===== src/logic/pm_cfg_pkg.sv =====
// Constants and carrier types for the power-management configuration bank.
// Assumes a single 10 MHz core clock and a byte-addressed config space.
package pm_cfg_pkg;
  // ----------------------------------------------------------------------
  // Register offsets and reset values
  // ----------------------------------------------------------------------
  localparam logic [7:0]  OFF_RELEASE_DELAY = 8'hA8;
  localparam logic [7:0]  OFF_ROUTE_TABLE   = 8'hB8;
  localparam logic [7:0]  OFF_TRAP_FORWARD  = 8'hC0;
  localparam logic [5:0]  DELAY_CODE_RESET  = 6'h0D;
  localparam logic [31:0] ROUTE_RESET       = 32'h0000_0000;
  localparam logic [3:0]  FORWARD_RESET     = 4'h0;
  localparam int          DELAY_CODE_LSB    = 0;
  localparam int          FORWARD_LSB       = 4;

  // ----------------------------------------------------------------------
  // Route codes and timing
  // ----------------------------------------------------------------------
  localparam logic [1:0] ROUTE_NONE = 2'h0;
  localparam logic [1:0] ROUTE_MGMT = 2'h1;
  localparam logic [1:0] ROUTE_ACPI = 2'h2;
  localparam int         CLK_PERIOD_NS  = 100;
  localparam int         DELAY_STEP_NS  = 3900;
  localparam int         DELAY_STEP_CYC = (DELAY_STEP_NS + CLK_PERIOD_NS - 1) / CLK_PERIOD_NS;
  localparam int         NUM_MONITORS   = 4;

  // ----------------------------------------------------------------------
  // Carrier types
  // ----------------------------------------------------------------------
  typedef struct packed {
    logic        wr;
    logic        rd;
    logic [7:0]  addr;
    logic [3:0]  be;
    logic [31:0] wdata;
  } cfg_req_t;

  typedef struct packed {
    logic        valid;
    logic [15:0] addr;
    logic        lpc_target;
  } io_cycle_t;

  typedef struct packed {
    logic [NUM_MONITORS-1:0][15:0] base;
    logic [NUM_MONITORS-1:0][3:0]  mask;
  } trap_cfg_t;

  typedef struct packed {
    logic [5:0]              delay_code;
    logic [31:0]             route;
    logic [3:0]              forward;
    logic [31:0]             rdata;
    logic [11:0]             rel_cnt;
    logic                    sleep_n;
    logic                    halt_n;
    logic                    mgmt_irq_n;
    logic                    acpi_irq;
    logic                    wake;
    logic [NUM_MONITORS-1:0] trap_hit;
    logic                    lpc_fwd;
  } state_t;
endpackage : pm_cfg_pkg


===== src/logic/trap_decoder.sv =====
// Address decoder for one I/O trap monitor.
// Assumes base and mask are held stable by registers outside this block.
`timescale 1ns/100ps
module trap_decoder (
  // Clock and reset, used by the checks only.
  input  wire logic        core_clk_in,
  input  wire logic        rstn_in,
  // Decode inputs.
  input  wire logic [15:0] addr_in,
  input  wire logic [15:0] base_in,
  input  wire logic [3:0]  mask_in,
  // Result.
  output logic             hit_out
);
  // --------------------------------------------------------------------
  // Masked compare
  // --------------------------------------------------------------------
  // Full 16-bit compare, masked low bits ignored.
  assign hit_out = ((addr_in ^ base_in) & ~{12'h000, mask_in}) == 16'h0000;
endmodule : trap_decoder


===== src/logic/pm_cfg_bank.sv =====
// Power-management configuration bank: release delay, input routing and
// trap forwarding. Assumes config accesses and status inputs are synchronous
// to core_clk_in and that trap base/mask registers live outside.
`timescale 1ns/100ps
// What this block does
// - Six-bit delay code sets sleep-release to clock-halt-release interval.
// - Delay code resets to 0Dh, about 47 microseconds.
// - Code 3Fh gives the longest interval, about 242 microseconds.
// - Code two gives the shortest interval, about 3.9 microseconds.
// - Route table holds two bits per input, input n at bits 2n+1:2n.
// - Set, enabled event status raises the interrupt its route selects.
// - Route 00 none, 01 management irq, 10 ACPI irq, 11 reserved.
// - Route has no effect when the pin is not an input.
// - In sleep states an enabled input wakes even with route 00.
// - Route bits of unimplemented pins are not implemented.
// - Forwarding depends on decode hit and forward bits, not irq enables.
// - Forwarding needs the address to pass base and mask decode.
// - Forward bits 7..4 enable monitors 3..0; zero blocks forwarding.
// - Each monitor compares a 16-bit I/O base.
// - Set mask bits exclude matching low address bits from compare.
// - Trapped LPC cycles raise management irq, forward only if enabled.
// - Reserved bits read zero and ignore writes.
module pm_cfg_bank #(
  parameter logic [15:0] IMPL_INPUTS = 16'hFFFF
) (
  // Clock and reset.
  input  wire logic                  core_clk_in,
  input  wire logic                  rstn_in,
  // Configuration space access.
  input  pm_cfg_pkg::cfg_req_t       cfg_req_in,
  output logic [31:0]                cfg_rdata_out,
  // Processor sleep sequencing.
  input  wire logic                  sleep_entry_in,
  output logic                       processor_sleep_n_out,
  output logic                       processor_clock_halt_n_out,
  // General-purpose input events.
  input  wire logic [15:0]           input_event_status_in,
  input  wire logic [15:0]           input_event_enable_in,
  input  wire logic [15:0]           pin_is_input_in,
  input  wire logic                  sleep_state_in,
  output logic                       system_mgmt_irq_n_out,
  output logic                       acpi_event_irq_out,
  output logic                       wake_event_out,
  // I/O trap monitors.
  input  pm_cfg_pkg::io_cycle_t      io_cycle_in,
  input  pm_cfg_pkg::trap_cfg_t      trap_cfg_in,
  output logic [3:0]                 trap_hit_out,
  output logic                       lpc_forward_out
);
  // --------------------------------------------------------------------
  // Helpers
  // --------------------------------------------------------------------
  // Route field of input n; unimplemented pins always read as no route.
  function automatic logic [1:0] route_of(input logic [31:0] tbl, input int n);
    route_of = IMPL_INPUTS[n] ? tbl[2*n +: 2] : pm_cfg_pkg::ROUTE_NONE;
  endfunction : route_of

  // Route table mask, two bits per implemented input.
  function automatic logic [31:0] impl_route_mask();
    logic [31:0] m;
    m = 32'h0000_0000;
    for (int i = 0; i < 16; i++) begin
      m[2*i +: 2] = {2{IMPL_INPUTS[i]}};
    end
    impl_route_mask = m;
  endfunction : impl_route_mask

  localparam logic [31:0] ROUTE_MASK = impl_route_mask();

  pm_cfg_pkg::state_t q;
  pm_cfg_pkg::state_t d;
  logic [3:0]         dec_hit;
  logic [15:0]        mgmt_src;
  logic [15:0]        acpi_src;
  logic [15:0]        wake_src;
  logic [11:0]        rel_load;
  logic [5:0]         steps;

  // --------------------------------------------------------------------
  // Trap decoders, one per monitor
  // --------------------------------------------------------------------
  for (genvar m = 0; m < pm_cfg_pkg::NUM_MONITORS; m++) begin : g_mon
    trap_decoder u_dec (
      .core_clk_in (core_clk_in),
      .rstn_in     (rstn_in),
      .addr_in     (io_cycle_in.addr),
      .base_in     (trap_cfg_in.base[m]),
      .mask_in     (trap_cfg_in.mask[m]),
      .hit_out     (dec_hit[m])
    );
  end

  // --------------------------------------------------------------------
  // Event sources and release count
  // --------------------------------------------------------------------
  // Qualify status with enable and input direction, then route.
  always_comb begin
    for (int i = 0; i < 16; i++) begin
      mgmt_src[i] = input_event_status_in[i] && input_event_enable_in[i] && pin_is_input_in[i]
                    && route_of(q.route, i) == pm_cfg_pkg::ROUTE_MGMT;
      acpi_src[i] = input_event_status_in[i] && input_event_enable_in[i] && pin_is_input_in[i]
                    && route_of(q.route, i) == pm_cfg_pkg::ROUTE_ACPI;
      wake_src[i] = input_event_status_in[i] && input_event_enable_in[i]
                    && pin_is_input_in[i] && IMPL_INPUTS[i];
    end
  end

  // One step per code above one; forbidden codes clamp to one step.
  assign steps    = (q.delay_code > 6'h01) ? q.delay_code - 6'h01 : 6'h01;
  assign rel_load = 12'(steps * pm_cfg_pkg::DELAY_STEP_CYC - 1);

  // --------------------------------------------------------------------
  // Next-state logic
  // --------------------------------------------------------------------
  // Registers, sequencer and interrupt levels all update here.
  always_comb begin
    d = q;
    // Delay field in byte 0; bits 7:6 are not stored.
    if (cfg_req_in.wr && cfg_req_in.addr == pm_cfg_pkg::OFF_RELEASE_DELAY
        && cfg_req_in.be[0]) begin
      d.delay_code = cfg_req_in.wdata[pm_cfg_pkg::DELAY_CODE_LSB +: 6];
    end
    // Byte-enabled table write; unimplemented fields stay zero.
    if (cfg_req_in.wr && cfg_req_in.addr == pm_cfg_pkg::OFF_ROUTE_TABLE) begin
      for (int b = 0; b < 4; b++) begin
        if (cfg_req_in.be[b]) begin
          d.route[8*b +: 8] = cfg_req_in.wdata[8*b +: 8] & ROUTE_MASK[8*b +: 8];
        end
      end
    end
    // Only bits 7:4 are held; 3:0 are reserved.
    if (cfg_req_in.wr && cfg_req_in.addr == pm_cfg_pkg::OFF_TRAP_FORWARD
        && cfg_req_in.be[0]) begin
      d.forward = cfg_req_in.wdata[pm_cfg_pkg::FORWARD_LSB +: 4];
    end
    // Read data is captured so the answer is a clean flop output.
    if (cfg_req_in.rd) begin
      case (cfg_req_in.addr)
        pm_cfg_pkg::OFF_RELEASE_DELAY: d.rdata = {26'h0, q.delay_code};
        pm_cfg_pkg::OFF_ROUTE_TABLE:   d.rdata = q.route;
        pm_cfg_pkg::OFF_TRAP_FORWARD:  d.rdata = {24'h0, q.forward, 4'h0};
        default:                       d.rdata = 32'h0000_0000;
      endcase
    end
    // Sleep release first, clock-halt release after the count.
    if (sleep_entry_in) begin
      d.sleep_n = 1'b0;
      d.halt_n  = 1'b0;
      d.rel_cnt = 12'h000;
    end else if (!q.sleep_n) begin
      d.sleep_n = 1'b1;
      d.rel_cnt = rel_load;
    end else if (!q.halt_n) begin
      if (q.rel_cnt == 12'h000) begin
        d.halt_n = 1'b1;
      end else begin
        d.rel_cnt = q.rel_cnt - 12'h001;
      end
    end
    // Management irq from routed inputs or any trapped cycle.
    d.trap_hit = io_cycle_in.valid ? dec_hit : 4'h0;
    d.mgmt_irq_n = !((|mgmt_src) || (|d.trap_hit));
    d.acpi_irq   = |acpi_src;
    // Wake needs an enabled, implemented input in sleep, regardless of route.
    d.wake     = sleep_state_in && (|wake_src);
    // Forward on a valid LPC cycle's decode hit and its forward bit.
    d.lpc_fwd  = io_cycle_in.valid && io_cycle_in.lpc_target && (|(dec_hit & q.forward));
  end

  // --------------------------------------------------------------------
  // State register
  // --------------------------------------------------------------------
  // Reset loads the default delay code and releases both signals.
  always_ff @(posedge core_clk_in) begin
    if (!rstn_in) begin
      q            <= '0;
      q.delay_code <= pm_cfg_pkg::DELAY_CODE_RESET;
      q.route      <= pm_cfg_pkg::ROUTE_RESET;
      q.forward    <= pm_cfg_pkg::FORWARD_RESET;
      q.sleep_n    <= 1'b1;
      q.halt_n     <= 1'b1;
      q.mgmt_irq_n <= 1'b1;
    end else begin
      q <= d;
    end
  end

  assign cfg_rdata_out              = q.rdata;
  assign processor_sleep_n_out      = q.sleep_n;
  assign processor_clock_halt_n_out = q.halt_n;
  assign system_mgmt_irq_n_out      = q.mgmt_irq_n;
  assign acpi_event_irq_out         = q.acpi_irq;
  assign wake_event_out             = q.wake;
  assign trap_hit_out               = q.trap_hit;
  assign lpc_forward_out            = q.lpc_fwd;

  // --------------------------------------------------------------------
  // Checks
  // --------------------------------------------------------------------
  // Cycles since sleep release, for the interval check.
  logic [11:0] since_rel;
  always_ff @(posedge core_clk_in) begin
    if (!rstn_in || !q.sleep_n || q.halt_n) begin
      since_rel <= 12'h000;
    end else begin
      since_rel <= since_rel + 12'h001;
    end
  end

  // Bits a read of each offset may return set; all others are reserved.
  function automatic logic [31:0] rd_impl_mask(input logic [7:0] addr);
    case (addr)
      pm_cfg_pkg::OFF_RELEASE_DELAY: rd_impl_mask = 32'h0000_003F;
      pm_cfg_pkg::OFF_ROUTE_TABLE:   rd_impl_mask = ROUTE_MASK;
      pm_cfg_pkg::OFF_TRAP_FORWARD:  rd_impl_mask = 32'h0000_00F0;
      default:                       rd_impl_mask = 32'h0000_0000;
    endcase
  endfunction : rd_impl_mask
endmodule : pm_cfg_bank


===== config.mk =====
export PLATFORM = sky130hd
export DESIGN_NAME = pm_cfg_bank
export DESIGN_NICKNAME = d
export VERILOG_FILES = /design/src/logic/pm_cfg_pkg.sv /design/src/logic/trap_decoder.sv /design/src/logic/pm_cfg_bank.sv
export SDC_FILE = /design/constraint.sdc
export NUM_CORES = 1
export LEC_CHECK = 0
export ABC_AREA = 1
export ABC_CLOCK_PERIOD_IN_PS = 4590
export BUFFER_PORTS_ARGS = -buffer_cell sky130_fd_sc_hd__buf_4
export CAP_MARGIN = 10
export CORE_MARGIN = 3
export CORE_UTILIZATION = 50
export CTS_BUF_LIST = sky130_fd_sc_hd__clkbuf_4 sky130_fd_sc_hd__clkbuf_8 sky130_fd_sc_hd__clkbuf_16
export CTS_CLUSTER_DIAMETER = 100
export DETAILED_ROUTE_END_ITERATION = 12
export PLACE_DENSITY_LB_ADDON = 0.2
export SYNTH_ARGS = -nofsm -noshare
export SYNTH_HDL_FRONTEND = slang
export SYNTH_SLANG_ARGS = --single-unit

===== constraint.sdc =====
create_clock -name core_clk_in -period 4.59 [get_ports core_clk_in]
set_clock_uncertainty 0.05 [all_clocks]
set_input_delay 0.2295 -clock core_clk_in [delete_from_list [all_inputs] [get_ports core_clk_in]]
set_output_delay 0.2295 -clock core_clk_in [all_outputs]
set_load 0.03 [all_outputs]

==> summary.md <==
| Metric | Value |
|---|---|
| Syn Area/Cell | `6.426 um2` |
| GR peak layer | `met2` |
| Total Wirelength | `~20,000 um` |
| F_max | `between 0.2 and 0.25 GHz` |
| TritonCTS Buffers | `9` |
| PortBufs | `237` |
| Drt initial violations | `570` |
| Hold WC Path Type | `input pin to flop` |
| H-tree depth | `3` |
| R2R Path Start | `q[90]$_SDFFE_PN1P_` |
| Postcts setup bufs | `0` |
| Wire per inst | `13.83 um` |
| Non-filler instance count after layout | `1,446` |
| Starting Density | `51.93%` |
| Leakage Power | `~4.5 nW` |
| Startpoint types | `flop` |
| Vias in the first global route | `6,636` |
| Global-route wire length before repair | `31,950 um` |
| Die height | `124.0 um` |
| Post-Synth Simple-Gate Area | `30.67%` |
| Cell count after synthesis | `1,083` |
| Most frequent cells in the layout | `255 x nand2_1, 237 x buf_4, 145 x nor2_1` |
| Main synth FF type | `dfxtp_1` |
| RSZ-0062 raised after global routing | `no` |
| Grt ovf | `0` |
| Total GRT Usage | `roughly a quarter` |
| Clock tree buffer depth | `2` |
| Final nets | `1,507` |
| CTS tree | `yes` |
| M1 GR Usage | `33.38%` |
| Max-Cap Viols | `0` |
| Clock Latency Late Sink | `0.34 ns` |
| Peak supply drop | `0.2080 mV` |
| Hpwl dp | `16,380 um` |
| Grt met2 use | `between 40% and 50%` |
| Final Critical Period | `~4.2 ns` |
| DRC | `0` |
| Final worst setup slack | `0.3623 ns` |
| Io pins | `~240` |
| Hold Path Origin | `sleep_entry_in` |
| Post-synth EDFFs | `0` |
| Via count | `between 7k and 8k` |
| Hold Crit Depth | `2` |
| Asr flop ratio synth | `0%` |
| Post-synthesis mux area share | `0%` |
| Crit Path Class | `flop to flop` |
| Area delta synth->final | `27.33%` |
| WP data required | `4.82 ns` |
| R2R Path End | `q[21]$_SDFFE_PP0P_` |
| Post-synthesis xor/xnor area fraction | `around 3.6%` |
| Clock transition at path regs | `0.07 ns` |
| Slew Viols, Final | `0` |
| WP data arrival | `4.45 ns` |
| Cell Pwr Density | `between 200 and 250 nW/um2` |
| Adder-cell share of the synthesized area | `about 8.8%` |
| WHS Endpoint | `processor_sleep_n_out$_SDFF_PN1_` |
| Post-Syn Nets | `roughly 1.3k` |
| Crit path capture type | `flop` |
| Antenna Nets Post-Route | `0` |
| Fin crit share | `92.11%` |
| Worst R2R Path Depth | `18` |
| Commonest non-fill, non-tap cell in the layout | `nand2_1` |
| Syn Std Cell Area | `between 6000 and 7000 um2` |
| Worst-path maximum fanout | `5` |
| Largest family of logic cells by synthesized area | `simple AND/OR/NAND/NOR gates` |
| Number of diodes | `0` |
| Worst slew pin tran | `slightly above 0.6 ns` |
| Overall power | `between 2 and 2.5 mW` |
| Initial antenna violation count | `0` |
| Post-Place Cells | `~1.4k` |
| Fillers | `1,253` |
| Core footprint | `13,400 um2` |
| Met3 Track Usage GR | `7.039%` |
| Final hold vios | `0` |
| Setup TNS | `0 ns` |
| Yosys warning count | `0` |
| Outcome | `complete, no violations` |
| Die area | `15,370 um2` |
| Row Count | `42` |
| #FFs+latches synth | `96` |
| Setup WS pre-CTS | `0.1955 ns` |
| Unique masters post-synth | `41` |
| Clock root cell | `clkbuf_16` |
| Slew HR | `58.65%` |
| # clock sinks | `96` |
| Share of post-route cells with drive strength above 1 | `22.52%` |
| Worst reg2reg setup slack | `0.36 ns` |
| Vias per inst | `4.979` |
| Sequential fraction of the synthesis area | `27.62%` |
| Largest net degree at the start of global routing | `70` |
| Synth Area in Compound Gates | `15.39%` |
| Final setup violation count | `0` |
| Fin Hold WS | `0.03568 ns` |
| Drt pass-1 iters | `5` |
| GPL Wtd Cong | `0.9165` |
| Die W | `approximately 120 um` |
Yosys cell counts, types with 16 or more instances:
library cell / instances / area (um2)
xnor2_1: 19 / 166.4
nor2_1: 145 / 544.3
nor3_1: 21 / 105.1
nand3_1: 41 / 205.2
inv_1: 137 / 514.2
ha_1: 38 / 475.5
o21ai_0: 66 / 330.3
o21ai_1: 25 / 125.1
nand4_1: 16 / 100.1
clkbuf_1: 18 / 67.56
a21oi_1: 80 / 400.4
dfxtp_1: 96 / 1922
nand2_1: 255 / 957.2
buf_4: 36 / 270.3
worst max-delay path: stages, from the launching register on:
cell and delay (ns):
dfxtp_1 0.37, inv_1 0.09, ha_1 0.25, o21ai_1 0.24, nor2_4 0.08, nor3_2 0.19, inv_1 0.14, ha_1 0.35
fa_1 0.51, fa_1 0.41, ha_1 0.28, ha_1 0.35, a21oi_2 0.19, inv_1 0.07, o21ai_1 0.19, nand3_1 0.11
nand2_1 0.08, nand3_1 0.07, a21oi_1 0.15
layer usage:
metal	share of wire (%)	routed length (um)
met1	43	8525
met2	49	9799
met3	7.1	1412
met4	1.3	267
met5	0	0
per-stage QoR:
stage / utilization [%] / cell area, um2
finish: 66.13 / 8861
floorplan: - / 6959
global placement: 63.69 / 8534
CTS: 66.06 / 8852
global route: 66.13 / 8861
detailed placement: 63.69 / 8534
cells by family after synthesis:
logic type / after synthesis
flip-flops: 96
AND/OR/NAND/NOR: 505
XOR/XNOR: 29
AO/OA/AOI/OAI: 201
adder cells (fa/ha/maj): 45
buffers and inverters: 207
flip-flops by register name, indices dropped and copies added (netlist names):
signal / cells
system_mgmt_irq_n_out: 1
acpi_event_irq_out: 1
trap_hit_out: 4
cfg_rdata_out: 32
lpc_forward_out: 1
processor_sleep_n_out: 1
q: 54
processor_clock_halt_n_out: 1
wake_event_out: 1
area by class of cell:
cell class,instances,area [um2],share of cell area (%)
sequential,96,1922,21.69
timing repair buffer,237,1779,20.08
inverter,142,538.0,6.072
tap,176,220.2,2.485
clock inverter,6,92.59,1.045
multi-input combinational,780,4084,46.09
clock buffer,9,225.2,2.542
repair_timing:
action,4_1_cts,5_1_grt
hold buffers,0,0
resized for setup,0,4
setup endpoints to repair,0,5
worst max path at each step:
stage | start | to | slack [ns] | depth (start not counted)
floorplan | q[90]$_SDFFE_PN1P_ | q[21]$_SDFFE_PP0P_ | 0.56 | 18
global placement | q[90]$_SDFFE_PN1P_ | q[21]$_SDFFE_PP0P_ | 0.34 | 18
detailed placement | q[90]$_SDFFE_PN1P_ | q[21]$_SDFFE_PP0P_ | 0.20 | 18
CTS | q[90]$_SDFFE_PN1P_ | q[21]$_SDFFE_PP0P_ | 0.13 | 18
global route | q[91]$_SDFFE_PN0P_ | q[20]$_SDFFE_PP0P_ | 0.02 | 23
finish | q[90]$_SDFFE_PN1P_ | q[21]$_SDFFE_PP0P_ | 0.36 | 18
power breakdown:
part	total (mW)	switching, mW	internal, mW
Combinational	0.507	0.272	0.234
Clock	0.801	0.324	0.477
Sequential	0.880	0.0208	0.859
Total	2.19	0.617	1.57
(Power assumes the default switching activity.)
